### config.mk
export PLATFORM = sky130hd
export DESIGN_NAME = accumulator_execute_unit
export DESIGN_NICKNAME = d
export VERILOG_FILES = /design/src/acc_exec_pkg.sv /design/src/accumulator_execute_unit.sv
export SDC_FILE = /design/constraint.sdc
export NUM_CORES = 1
export LEC_CHECK = 0
export BUFFER_PORTS_ARGS = -buffer_cell sky130_fd_sc_hd__buf_2
export CAP_MARGIN = 20
export CORE_UTILIZATION = 26
export DETAILED_ROUTE_END_ITERATION = 10
export PLACE_DENSITY = 0.43
export SLEW_MARGIN = 15
export SYNTH_ARGS = -nofsm -noshare
export SYNTH_HDL_FRONTEND = slang
export SYNTH_SLANG_ARGS = --single-unit
### constraint.sdc
create_clock -name i_clk_sys -period 4.7 [get_ports i_clk_sys]
set_clock_uncertainty 0.1 [all_clocks]
set_input_delay 0.94 -clock i_clk_sys [delete_from_list [all_inputs] [get_ports i_clk_sys]]
set_output_delay 0.94 -clock i_clk_sys [all_outputs]
set_load 0.02 [all_outputs]
### src/acc_exec_pkg.sv
// package for the accumulator execute unit: opcodes, flag layout, timing
// assumes nothing beyond a systemverilog compiler
package acc_exec_pkg;
  localparam int DATA_W = 8;
  localparam int PC_W = 11;
  localparam logic [7:0] ACC_RESET = 8'h00;
  localparam logic [3:0] BCD_LIMIT = 4'h9;
  localparam logic [7:0] ADJ_LOW = 8'h06;
  localparam logic [7:0] ADJ_HIGH = 8'h60;
  localparam logic [1:0] CYCLES_SHORT = 2'h1;
  localparam logic [1:0] CYCLES_BRANCH = 2'h2;

  typedef enum logic [4:0] {
    op_idle_op = 5'h00,
    op_invert_to_acc = 5'h01,
    op_bcd_adjust_store = 5'h02,
    op_subtract_one_memory = 5'h03,
    op_subtract_one_to_acc = 5'h04,
    op_add_one_memory = 5'h05,
    op_add_one_to_acc = 5'h06,
    op_jump_absolute = 5'h07,
    op_copy_mem_to_acc = 5'h08,
    op_copy_imm_to_acc = 5'h09,
    op_copy_acc_to_mem = 5'h0a,
    op_union_mem_to_acc = 5'h0b,
    op_union_imm_to_acc = 5'h0c,
    op_bitwise_union_to_memory = 5'h0d,
    op_pop_program_counter = 5'h0e,
    op_pop_with_value = 5'h0f,
    op_interrupt_exit = 5'h10,
    op_rotate_left = 5'h11,
    op_rotate_left_to_acc = 5'h12,
    op_rotate_left_via_carry = 5'h13,
    op_rotate_left_via_carry_to_acc = 5'h14,
    op_rotate_right = 5'h15,
    op_power_down = 5'h16
  } opcode_e;

  typedef struct packed {
    opcode_e op;
    logic [DATA_W-1:0] mem;
    logic [DATA_W-1:0] imm;
    logic [PC_W-1:0] addr;
    logic [PC_W-1:0] stack_top;
  } instr_s;

  typedef struct packed {
    logic zero;
    logic carry;
    logic nibble_carry;
  } flags_s;

  typedef enum logic [1:0] {
    st_exec = 2'b01,
    st_dummy = 2'b10
  } exec_state_e;
endpackage

### src/accumulator_execute_unit.sv
// accumulator execute unit: one instruction per valid, results held in flops
// assumes memory operand and stack top are presented with the instruction
`timescale 1ns/1ns
`default_nettype none
module accumulator_execute_unit
  import acc_exec_pkg::*;
(
  // clock and reset
  input wire logic i_clk_sys,
  input wire logic i_nrst,
  // instruction in
  input wire logic i_valid,
  input var instr_s i_instr,
  input wire logic i_irq_pending,
  // results
  output logic o_ready,
  output logic [DATA_W-1:0] o_acc,
  output var flags_s o_flags,
  output logic o_mem_we,
  output logic [DATA_W-1:0] o_mem_wdata,
  output logic o_pc_load,
  output logic [PC_W-1:0] o_pc_value,
  output logic o_stack_pop,
  output logic o_irq_vector_take,
  output logic o_global_irq_enable,
  output logic o_sleep_entry_flag,
  output logic o_watchdog_expiry_flag,
  output logic o_watchdog_clear,
  output logic o_clock_stop
);

  // ----------------------------------------
  // decode and datapath
  // ----------------------------------------
  function automatic logic is_zero(input logic [DATA_W-1:0] v);
    return v == '0;
  endfunction

  exec_state_e state_reg;
  logic [DATA_W-1:0] acc_reg;
  flags_s flags_reg;
  logic mem_we_reg;
  logic [DATA_W-1:0] mem_wdata_reg;
  logic pc_load_reg;
  logic [PC_W-1:0] pc_value_reg;
  logic pop_reg;
  logic irq_take_reg;
  logic gie_reg;
  logic sleep_reg;
  logic wdt_exp_reg;
  logic wdt_clr_reg;
  logic clk_stop_reg;
  logic ready_reg;

  wire logic take = i_valid && state_reg == st_exec && !clk_stop_reg;
  wire logic [DATA_W-1:0] m = i_instr.mem;
  wire logic [DATA_W-1:0] inv_val = ~m;
  wire logic [DATA_W-1:0] dec_val = m - 8'h01;
  wire logic [DATA_W-1:0] inc_val = m + 8'h01;
  wire logic [DATA_W-1:0] or_mem_val = acc_reg | m;
  wire logic [DATA_W-1:0] or_imm_val = acc_reg | i_instr.imm;
  wire logic [DATA_W-1:0] rl_val = {m[6:0], m[7]};
  wire logic [DATA_W-1:0] rlc_val = {m[6:0], flags_reg.carry};
  wire logic [DATA_W-1:0] rr_val = {m[0], m[7:1]};
  wire logic low_fix = acc_reg[3:0] > BCD_LIMIT || flags_reg.nibble_carry;
  wire logic high_fix = acc_reg[7:4] > BCD_LIMIT || flags_reg.carry;
  wire logic [DATA_W:0] daa_sum = {1'b0, acc_reg} + {1'b0, low_fix ? ADJ_LOW : 8'h00}
                                  + {1'b0, high_fix ? ADJ_HIGH : 8'h00};
  // carry after adjust is set by a high digit above 9 before adjust or by an incoming carry
  wire logic daa_carry = flags_reg.carry || high_fix || daa_sum[DATA_W];
  wire opcode_e op = i_instr.op;
  wire logic is_branch = op == op_jump_absolute || op == op_pop_program_counter
                         || op == op_pop_with_value || op == op_interrupt_exit;

  // ----------------------------------------
  // next values
  // ----------------------------------------
  logic [DATA_W-1:0] acc_next;
  flags_s flags_next;
  logic mem_we_next;
  logic [DATA_W-1:0] mem_wdata_next;
  logic gie_next;
  logic sleep_next;
  logic wdt_exp_next;
  logic stop_next;

  always_comb begin
    acc_next = acc_reg;
    flags_next = flags_reg;
    mem_we_next = 1'b0;
    mem_wdata_next = mem_wdata_reg;
    gie_next = gie_reg;
    sleep_next = sleep_reg;
    wdt_exp_next = wdt_exp_reg;
    stop_next = clk_stop_reg;
    if (take) begin
      case (op)
        op_invert_to_acc: begin
          acc_next = inv_val;
          flags_next.zero = is_zero(inv_val);
        end
        op_bcd_adjust_store: begin
          mem_we_next = 1'b1;
          mem_wdata_next = daa_sum[DATA_W-1:0];
          flags_next.carry = daa_carry;
        end
        op_subtract_one_memory: begin
          mem_we_next = 1'b1;
          mem_wdata_next = dec_val;
          flags_next.zero = is_zero(dec_val);
        end
        op_subtract_one_to_acc: begin
          acc_next = dec_val;
          flags_next.zero = is_zero(dec_val);
        end
        op_add_one_memory: begin
          mem_we_next = 1'b1;
          mem_wdata_next = inc_val;
          flags_next.zero = is_zero(inc_val);
        end
        op_add_one_to_acc: begin
          acc_next = inc_val;
          flags_next.zero = is_zero(inc_val);
        end
        op_copy_mem_to_acc: acc_next = m;
        op_copy_imm_to_acc: acc_next = i_instr.imm;
        op_copy_acc_to_mem: begin
          mem_we_next = 1'b1;
          mem_wdata_next = acc_reg;
        end
        op_union_mem_to_acc: begin
          acc_next = or_mem_val;
          flags_next.zero = is_zero(or_mem_val);
        end
        op_union_imm_to_acc: begin
          acc_next = or_imm_val;
          flags_next.zero = is_zero(or_imm_val);
        end
        op_bitwise_union_to_memory: begin
          mem_we_next = 1'b1;
          mem_wdata_next = or_mem_val;
          flags_next.zero = is_zero(or_mem_val);
        end
        op_pop_with_value: acc_next = i_instr.imm;
        op_interrupt_exit: gie_next = 1'b1;
        op_rotate_left: begin
          mem_we_next = 1'b1;
          mem_wdata_next = rl_val;
        end
        op_rotate_left_to_acc: acc_next = rl_val;
        op_rotate_left_via_carry: begin
          mem_we_next = 1'b1;
          mem_wdata_next = rlc_val;
          flags_next.carry = m[7];
        end
        op_rotate_left_via_carry_to_acc: begin
          acc_next = rlc_val;
          flags_next.carry = m[7];
        end
        op_rotate_right: begin
          mem_we_next = 1'b1;
          mem_wdata_next = rr_val;
        end
        op_power_down: begin
          sleep_next = 1'b1;
          wdt_exp_next = 1'b0;
          stop_next = 1'b1;
        end
        default: acc_next = acc_reg;
      endcase
    end
  end

  // ----------------------------------------
  // registers
  // ----------------------------------------
  always_ff @(posedge i_clk_sys) begin
    if (!i_nrst) begin
      state_reg <= st_exec;
      acc_reg <= ACC_RESET;
      flags_reg <= '0;
      mem_we_reg <= 1'b0;
      mem_wdata_reg <= '0;
      pc_load_reg <= 1'b0;
      pc_value_reg <= '0;
      pop_reg <= 1'b0;
      irq_take_reg <= 1'b0;
      gie_reg <= 1'b0;
      sleep_reg <= 1'b0;
      wdt_exp_reg <= 1'b0;
      wdt_clr_reg <= 1'b0;
      clk_stop_reg <= 1'b0;
      ready_reg <= 1'b1;
    end else begin
      acc_reg <= acc_next;
      flags_reg <= flags_next;
      mem_we_reg <= mem_we_next;
      mem_wdata_reg <= mem_wdata_next;
      gie_reg <= gie_next;
      sleep_reg <= sleep_next;
      wdt_exp_reg <= wdt_exp_next;
      clk_stop_reg <= stop_next;
      // low for the dummy slot after a branch and for good once stopped
      ready_reg <= !(take && is_branch) && !stop_next;
      wdt_clr_reg <= take && op == op_power_down;
      pc_load_reg <= take && is_branch;
      pop_reg <= take && is_branch && op != op_jump_absolute;
      pc_value_reg <= op == op_jump_absolute ? i_instr.addr : i_instr.stack_top;
      // pending interrupt taken in the dummy slot after the return
      irq_take_reg <= take && op == op_interrupt_exit && i_irq_pending;
      case (state_reg)
        st_exec: state_reg <= (take && is_branch) ? st_dummy : st_exec;
        st_dummy: state_reg <= st_exec;
        default: state_reg <= st_exec;
      endcase
    end
  end

  assign o_ready = ready_reg;
  assign o_acc = acc_reg;
  assign o_flags = flags_reg;
  assign o_mem_we = mem_we_reg;
  assign o_mem_wdata = mem_wdata_reg;
  assign o_pc_load = pc_load_reg;
  assign o_pc_value = pc_value_reg;
  assign o_stack_pop = pop_reg;
  assign o_irq_vector_take = irq_take_reg;
  assign o_global_irq_enable = gie_reg;
  assign o_sleep_entry_flag = sleep_reg;
  assign o_watchdog_expiry_flag = wdt_exp_reg;
  assign o_watchdog_clear = wdt_clr_reg;
  assign o_clock_stop = clk_stop_reg;

  // ----------------------------------------
  // checks
  // ----------------------------------------
  property p_invert;
    @(posedge i_clk_sys) disable iff (!i_nrst)
      take && op == op_invert_to_acc |=> acc_reg == ~$past(m) && !mem_we_reg;
  endproperty
  a_invert: assert property (p_invert) else $error("invert result wrong");
  property p_daa;
    @(posedge i_clk_sys) disable iff (!i_nrst)
      take && op == op_bcd_adjust_store |=> mem_we_reg && flags_reg.zero == $past(flags_reg.zero);
  endproperty
  a_daa: assert property (p_daa) else $error("adjust store wrong");
  property p_dec;
    @(posedge i_clk_sys) disable iff (!i_nrst)
      take && op == op_subtract_one_memory |=> mem_wdata_reg == $past(m) - 8'h01;
  endproperty
  a_dec: assert property (p_dec) else $error("decrement wrong");
  property p_inc;
    @(posedge i_clk_sys) disable iff (!i_nrst)
      take && op == op_add_one_to_acc |=> acc_reg == $past(m) + 8'h01 && !mem_we_reg;
  endproperty
  a_inc: assert property (p_inc) else $error("increment wrong");
  property p_sleep;
    @(posedge i_clk_sys) disable iff (!i_nrst)
      take && op == op_power_down |=> o_sleep_entry_flag && !o_watchdog_expiry_flag && o_watchdog_clear;
  endproperty
  a_sleep: assert property (p_sleep) else $error("power down flags wrong");
  property p_jump;
    @(posedge i_clk_sys) disable iff (!i_nrst)
      take && op == op_jump_absolute |=> !o_ready ##1 o_ready;
  endproperty
  a_jump: assert property (p_jump) else $error("jump not two cycles");
  property p_interrupt_exit;
    @(posedge i_clk_sys) disable iff (!i_nrst)
      take && op == op_interrupt_exit |=> o_global_irq_enable && o_stack_pop;
  endproperty
  a_interrupt_exit: assert property (p_interrupt_exit) else $error("interrupt return wrong");
  property p_zero;
    @(posedge i_clk_sys) disable iff (!i_nrst)
      take && op == op_union_imm_to_acc |=> flags_reg.zero == (acc_reg == 8'h00);
  endproperty
  a_zero: assert property (p_zero) else $error("zero flag wrong");
  property p_rlc;
    @(posedge i_clk_sys) disable iff (!i_nrst)
      take && op == op_rotate_left_via_carry_to_acc |=> flags_reg.carry == $past(m[7]);
  endproperty
  a_rlc: assert property (p_rlc) else $error("rotate carry wrong");
  property p_copy;
    @(posedge i_clk_sys) disable iff (!i_nrst)
      take && op == op_copy_imm_to_acc |=> acc_reg == $past(i_instr.imm) && flags_reg == $past(flags_reg);
  endproperty
  a_copy: assert property (p_copy) else $error("copy result wrong");
  property p_union_mem;
    @(posedge i_clk_sys) disable iff (!i_nrst)
      take && op == op_bitwise_union_to_memory |=> mem_we_reg && mem_wdata_reg == ($past(acc_reg) | $past(m))
      && acc_reg == $past(acc_reg);
  endproperty
  a_union_mem: assert property (p_union_mem) else $error("union to memory wrong");
  property p_idle;
    @(posedge i_clk_sys) disable iff (!i_nrst)
      take && op == op_idle_op |=> acc_reg == $past(acc_reg) && flags_reg == $past(flags_reg) && !mem_we_reg
      && !pc_load_reg;
  endproperty
  a_idle: assert property (p_idle) else $error("idle changed state");
  property p_ret;
    @(posedge i_clk_sys) disable iff (!i_nrst)
      take && op == op_pop_program_counter |=> pc_load_reg && pop_reg
      && pc_value_reg == $past(i_instr.stack_top) && flags_reg == $past(flags_reg);
  endproperty
  a_ret: assert property (p_ret) else $error("return wrong");
  property p_ret_val;
    @(posedge i_clk_sys) disable iff (!i_nrst)
      take && op == op_pop_with_value |=> acc_reg == $past(i_instr.imm) && pc_value_reg == $past(i_instr.stack_top);
  endproperty
  a_ret_val: assert property (p_ret_val) else $error("return with value wrong");
  property p_irq_take;
    @(posedge i_clk_sys) disable iff (!i_nrst)
      take && op == op_interrupt_exit && i_irq_pending |=> o_irq_vector_take;
  endproperty
  a_irq_take: assert property (p_irq_take) else $error("pending interrupt not taken");
  property p_rl;
    @(posedge i_clk_sys) disable iff (!i_nrst)
      take && op == op_rotate_left |=> mem_wdata_reg == {$past(m[6:0]), $past(m[7])} && flags_reg == $past(flags_reg);
  endproperty
  a_rl: assert property (p_rl) else $error("rotate left wrong");
  property p_rr;
    @(posedge i_clk_sys) disable iff (!i_nrst)
      take && op == op_rotate_right |=> mem_wdata_reg == {$past(m[0]), $past(m[7:1])} && flags_reg == $past(flags_reg);
  endproperty
  a_rr: assert property (p_rr) else $error("rotate right wrong");
  property p_stop;
    @(posedge i_clk_sys) disable iff (!i_nrst)
      clk_stop_reg |=> !o_ready && !mem_we_reg && !pc_load_reg;
  endproperty
  a_stop: assert property (p_stop) else $error("work after power down");
  c_jump: cover property (@(posedge i_clk_sys) take && op == op_jump_absolute);
  c_stop: cover property (@(posedge i_clk_sys) take && op == op_power_down);
  c_daa: cover property (@(posedge i_clk_sys) take && op == op_bcd_adjust_store && daa_carry);
  c_irq: cover property (@(posedge i_clk_sys) take && op == op_interrupt_exit && i_irq_pending);
endmodule
`default_nettype wire

==> metrics.txt <==
DR vias/cell=roughly 5.8; Post-synth top flop=dfxtp_1; Iteration-0 DRC Markers=340; core box area=around 13000 um2; DIE HEIGHT=about 120 um; Max FO, Critical Path=29; first-pass GRT wire length=roughly 22 mm; CP arrival=about 3300 ps; Syn-to-layout area delta=16.9%; TritonCTS clock tree=yes; total global-route track usage=between 20% and 30%; Die Wd=between 100 and 150 um; max reg flops=11; fin nets=just under 600; critical path type=in -> reg; area leader, netlist=dfxtp_1; worst min path class=reg -> reg; Final HPWL DP=10.4 mm; Post-CTS Repair Setup Buffers=0; Synth Cell Area=3560 um2; area of the multi-input gates=approximately 2500 um2; Initial DRT Pass Iterations=5; Syn. warnings=0; Slew @ Worst Pin=about 1100 ps; RSZ-0062 raised after global routing=false; Max-Cap Viols=0; pin count of the biggest net entering global routing=32; Pleak=around 1.7 nW; std cell rows=42; GR Overflow Total=0; Starting Density=a little over a quarter; PnR worst setup slack=about 1500 ps; flop-to-flop setup slack=between 2000 and 2500 ps; die area=about 14000 um2; top cell type's share of synthesized area=between 20 and 25%; post-synthesis cell count=about 500; number of routed nets with antenna violations=0; via count=between 4k and 5k; worst vdd rail ir drop=approximately 0.12 mV; fill count=1477; WL final=14.2 mm; CTS resizes=0; syn avg cell area=approximately 7.3 um2; total CTS buffers=5; layout cells sized above 1=between 20% and 30%; number of global-route vias before repair=3970; clock sink count=40; Synth area leaders=dfxtp_1, nand2_1, nor2_1; # diodes=0; worst-skew pair later-pin latency=290 ps; status=completed; GPL Wtd Cong=around 0.9; CTS Root Buffer Type=clkbuf_16; CTS Hold Bufs=0; number of synthesized flops with an enable pin=0; fin crit period=roughly 3200 ps; # DRC=0; antenna violations before repair=0; P per Cell Area=approximately 250 nW/um2; startpoint types=input port; Final period util=around 68%; register area share after synthesis=22.5%; Clk pin slew, worst setup/hold paths=about 60 ps; Worst setup EP type=flip-flop; asr flop ratio synth=0%; Max Freq=roughly 0.31 GHz; final max-slew violation count=0; clk buf depth=2; setup slack at placement=between 1000 and 1500 ps; H-tree depth=2; final setup violation count=0; Final Hold Viols=0; IO buf count=84; I/O pins=87; FF+latch area=801 um2; Worst slew margin=26.1%; Yosys cell types=between 60 and 70; routed length per instance=between 20 and 25 um; TNS Setup=0 ps; #FFs+latches synth=40; Worst EP required=around 4800 ps
area by class of cell:
type,instances,share of cell area (%)
Clock buffer,5,3.00
Sequential cell,40,19.2
Tap cell,176,5.29
Timing Repair Buffer,86,10.5
Inverter,22,1.98
Clock inverter,3,1.14
Multi-Input combinational cell,378,58.9
logic make-up (layout without fill, tap and decap cells):
logic type               after synthesis  count (layout)  share of synthesized area [%]
AND/OR/NAND/NOR                      198             198                           29.3
multiplexers                           5               5                           1.51
XOR/XNOR                              15              15                           3.69
buffers and inverters                 72             116                           8.78
flip-flops                            40              40                           22.5
AO/OA/AOI/OAI                        150             150                           31.3
adder cells (fa/ha/maj)                8               8                           2.81
other                                  1               2                          0.105
cell usage after synthesis, types with 5 or more instances:
library cell,n
a2111oi_0,5
inv_1,22
nor2_1,37
a221o_1,6
o21ai_0,20
o211ai_1,8
nor4_1,12
ha_1,8
nand2b_1,8
a211oi_1,6
buf_2,16
xnor2_1,11
nor3_1,8
clkbuf_1,28
a221oi_1,7
o221ai_1,10
nand2_1,59
a21oi_1,24
nand3_1,19
dfxtp_1,40
nor2b_1,6
a31oi_1,10
a41oi_1,5
a21o_1,5
through the flow:
stage	area [um2]	hold WS, ps	std cells	power, mW	utilization [%]
after floorplan	3570	447	490	0.550	-
after global placement	3990	331	702	0.638	30.0
after detailed placement	3990	342	702	0.636	30.0
after CTS	4170	359	710	1.05	31.3
after global routing	4170	395	710	1.09	31.3
final	4170	354	710	1.04	31.3
final timing paths:
path              cells after the start               start                  to
hold / removal                        1  o_sleep_entry_flag  o_sleep_entry_flag
hold reg to reg                       1  o_sleep_entry_flag  o_sleep_entry_flag
setup / recovery                      6         i_instr[38]            o_acc[4]
setup reg to reg                      7            o_acc[5]          o_flags[1]
worst max-delay path, cell delays in order:
cell and delay [ps]:
buf_2 430, nor2_1 290, a32o_1 320, nor3_2 830, a2111oi_0 240, nor4_1 230
cells in the final DEF (no fill, tap or decap), drive strengths merged, types with 5 or more instances in the layout:
master / netlist / routed
ha: 8 / 8
a31oi: 10 / 10
nand2b: 8 / 8
nor3b: 8 / 8
nor3: 10 / 10
or2: 6 / 6
nor2b: 6 / 6
o221ai: 10 / 10
a21o: 5 / 5
nand3: 19 / 19
dfxtp: 40 / 40
clkbuf: 28 / 5
nor4: 12 / 12
a211oi: 6 / 6
xnor2: 11 / 11
o211ai: 8 / 8
o21ai: 20 / 20
nor2: 37 / 37
a221o: 6 / 6
nand2: 59 / 59
a2111oi: 5 / 5
a221oi: 7 / 7
buf: 22 / 86
inv: 22 / 22
a41oi: 5 / 5
a21oi: 24 / 24
power breakdown:
group          internal (mW)  switching [mW]
Combinational         0.0887           0.173
Sequential             0.354          0.0178
Clock                  0.253           0.155
layer usage:
| layer | routed length [um] | part of all wire (%) | global-route usage (%) |
|---|---|---|---|
| met4 | 363 | 2.6 | 7.28 |
| met2 | 6330 | 45 | 32.9 |
| met1 | 6250 | 44 | 26.2 |
| met5 | 0 | 0 | 0 |
| met3 | 1260 | 8.9 | 4.21 |
Note: power is estimated with default switching activity, not from simulation.
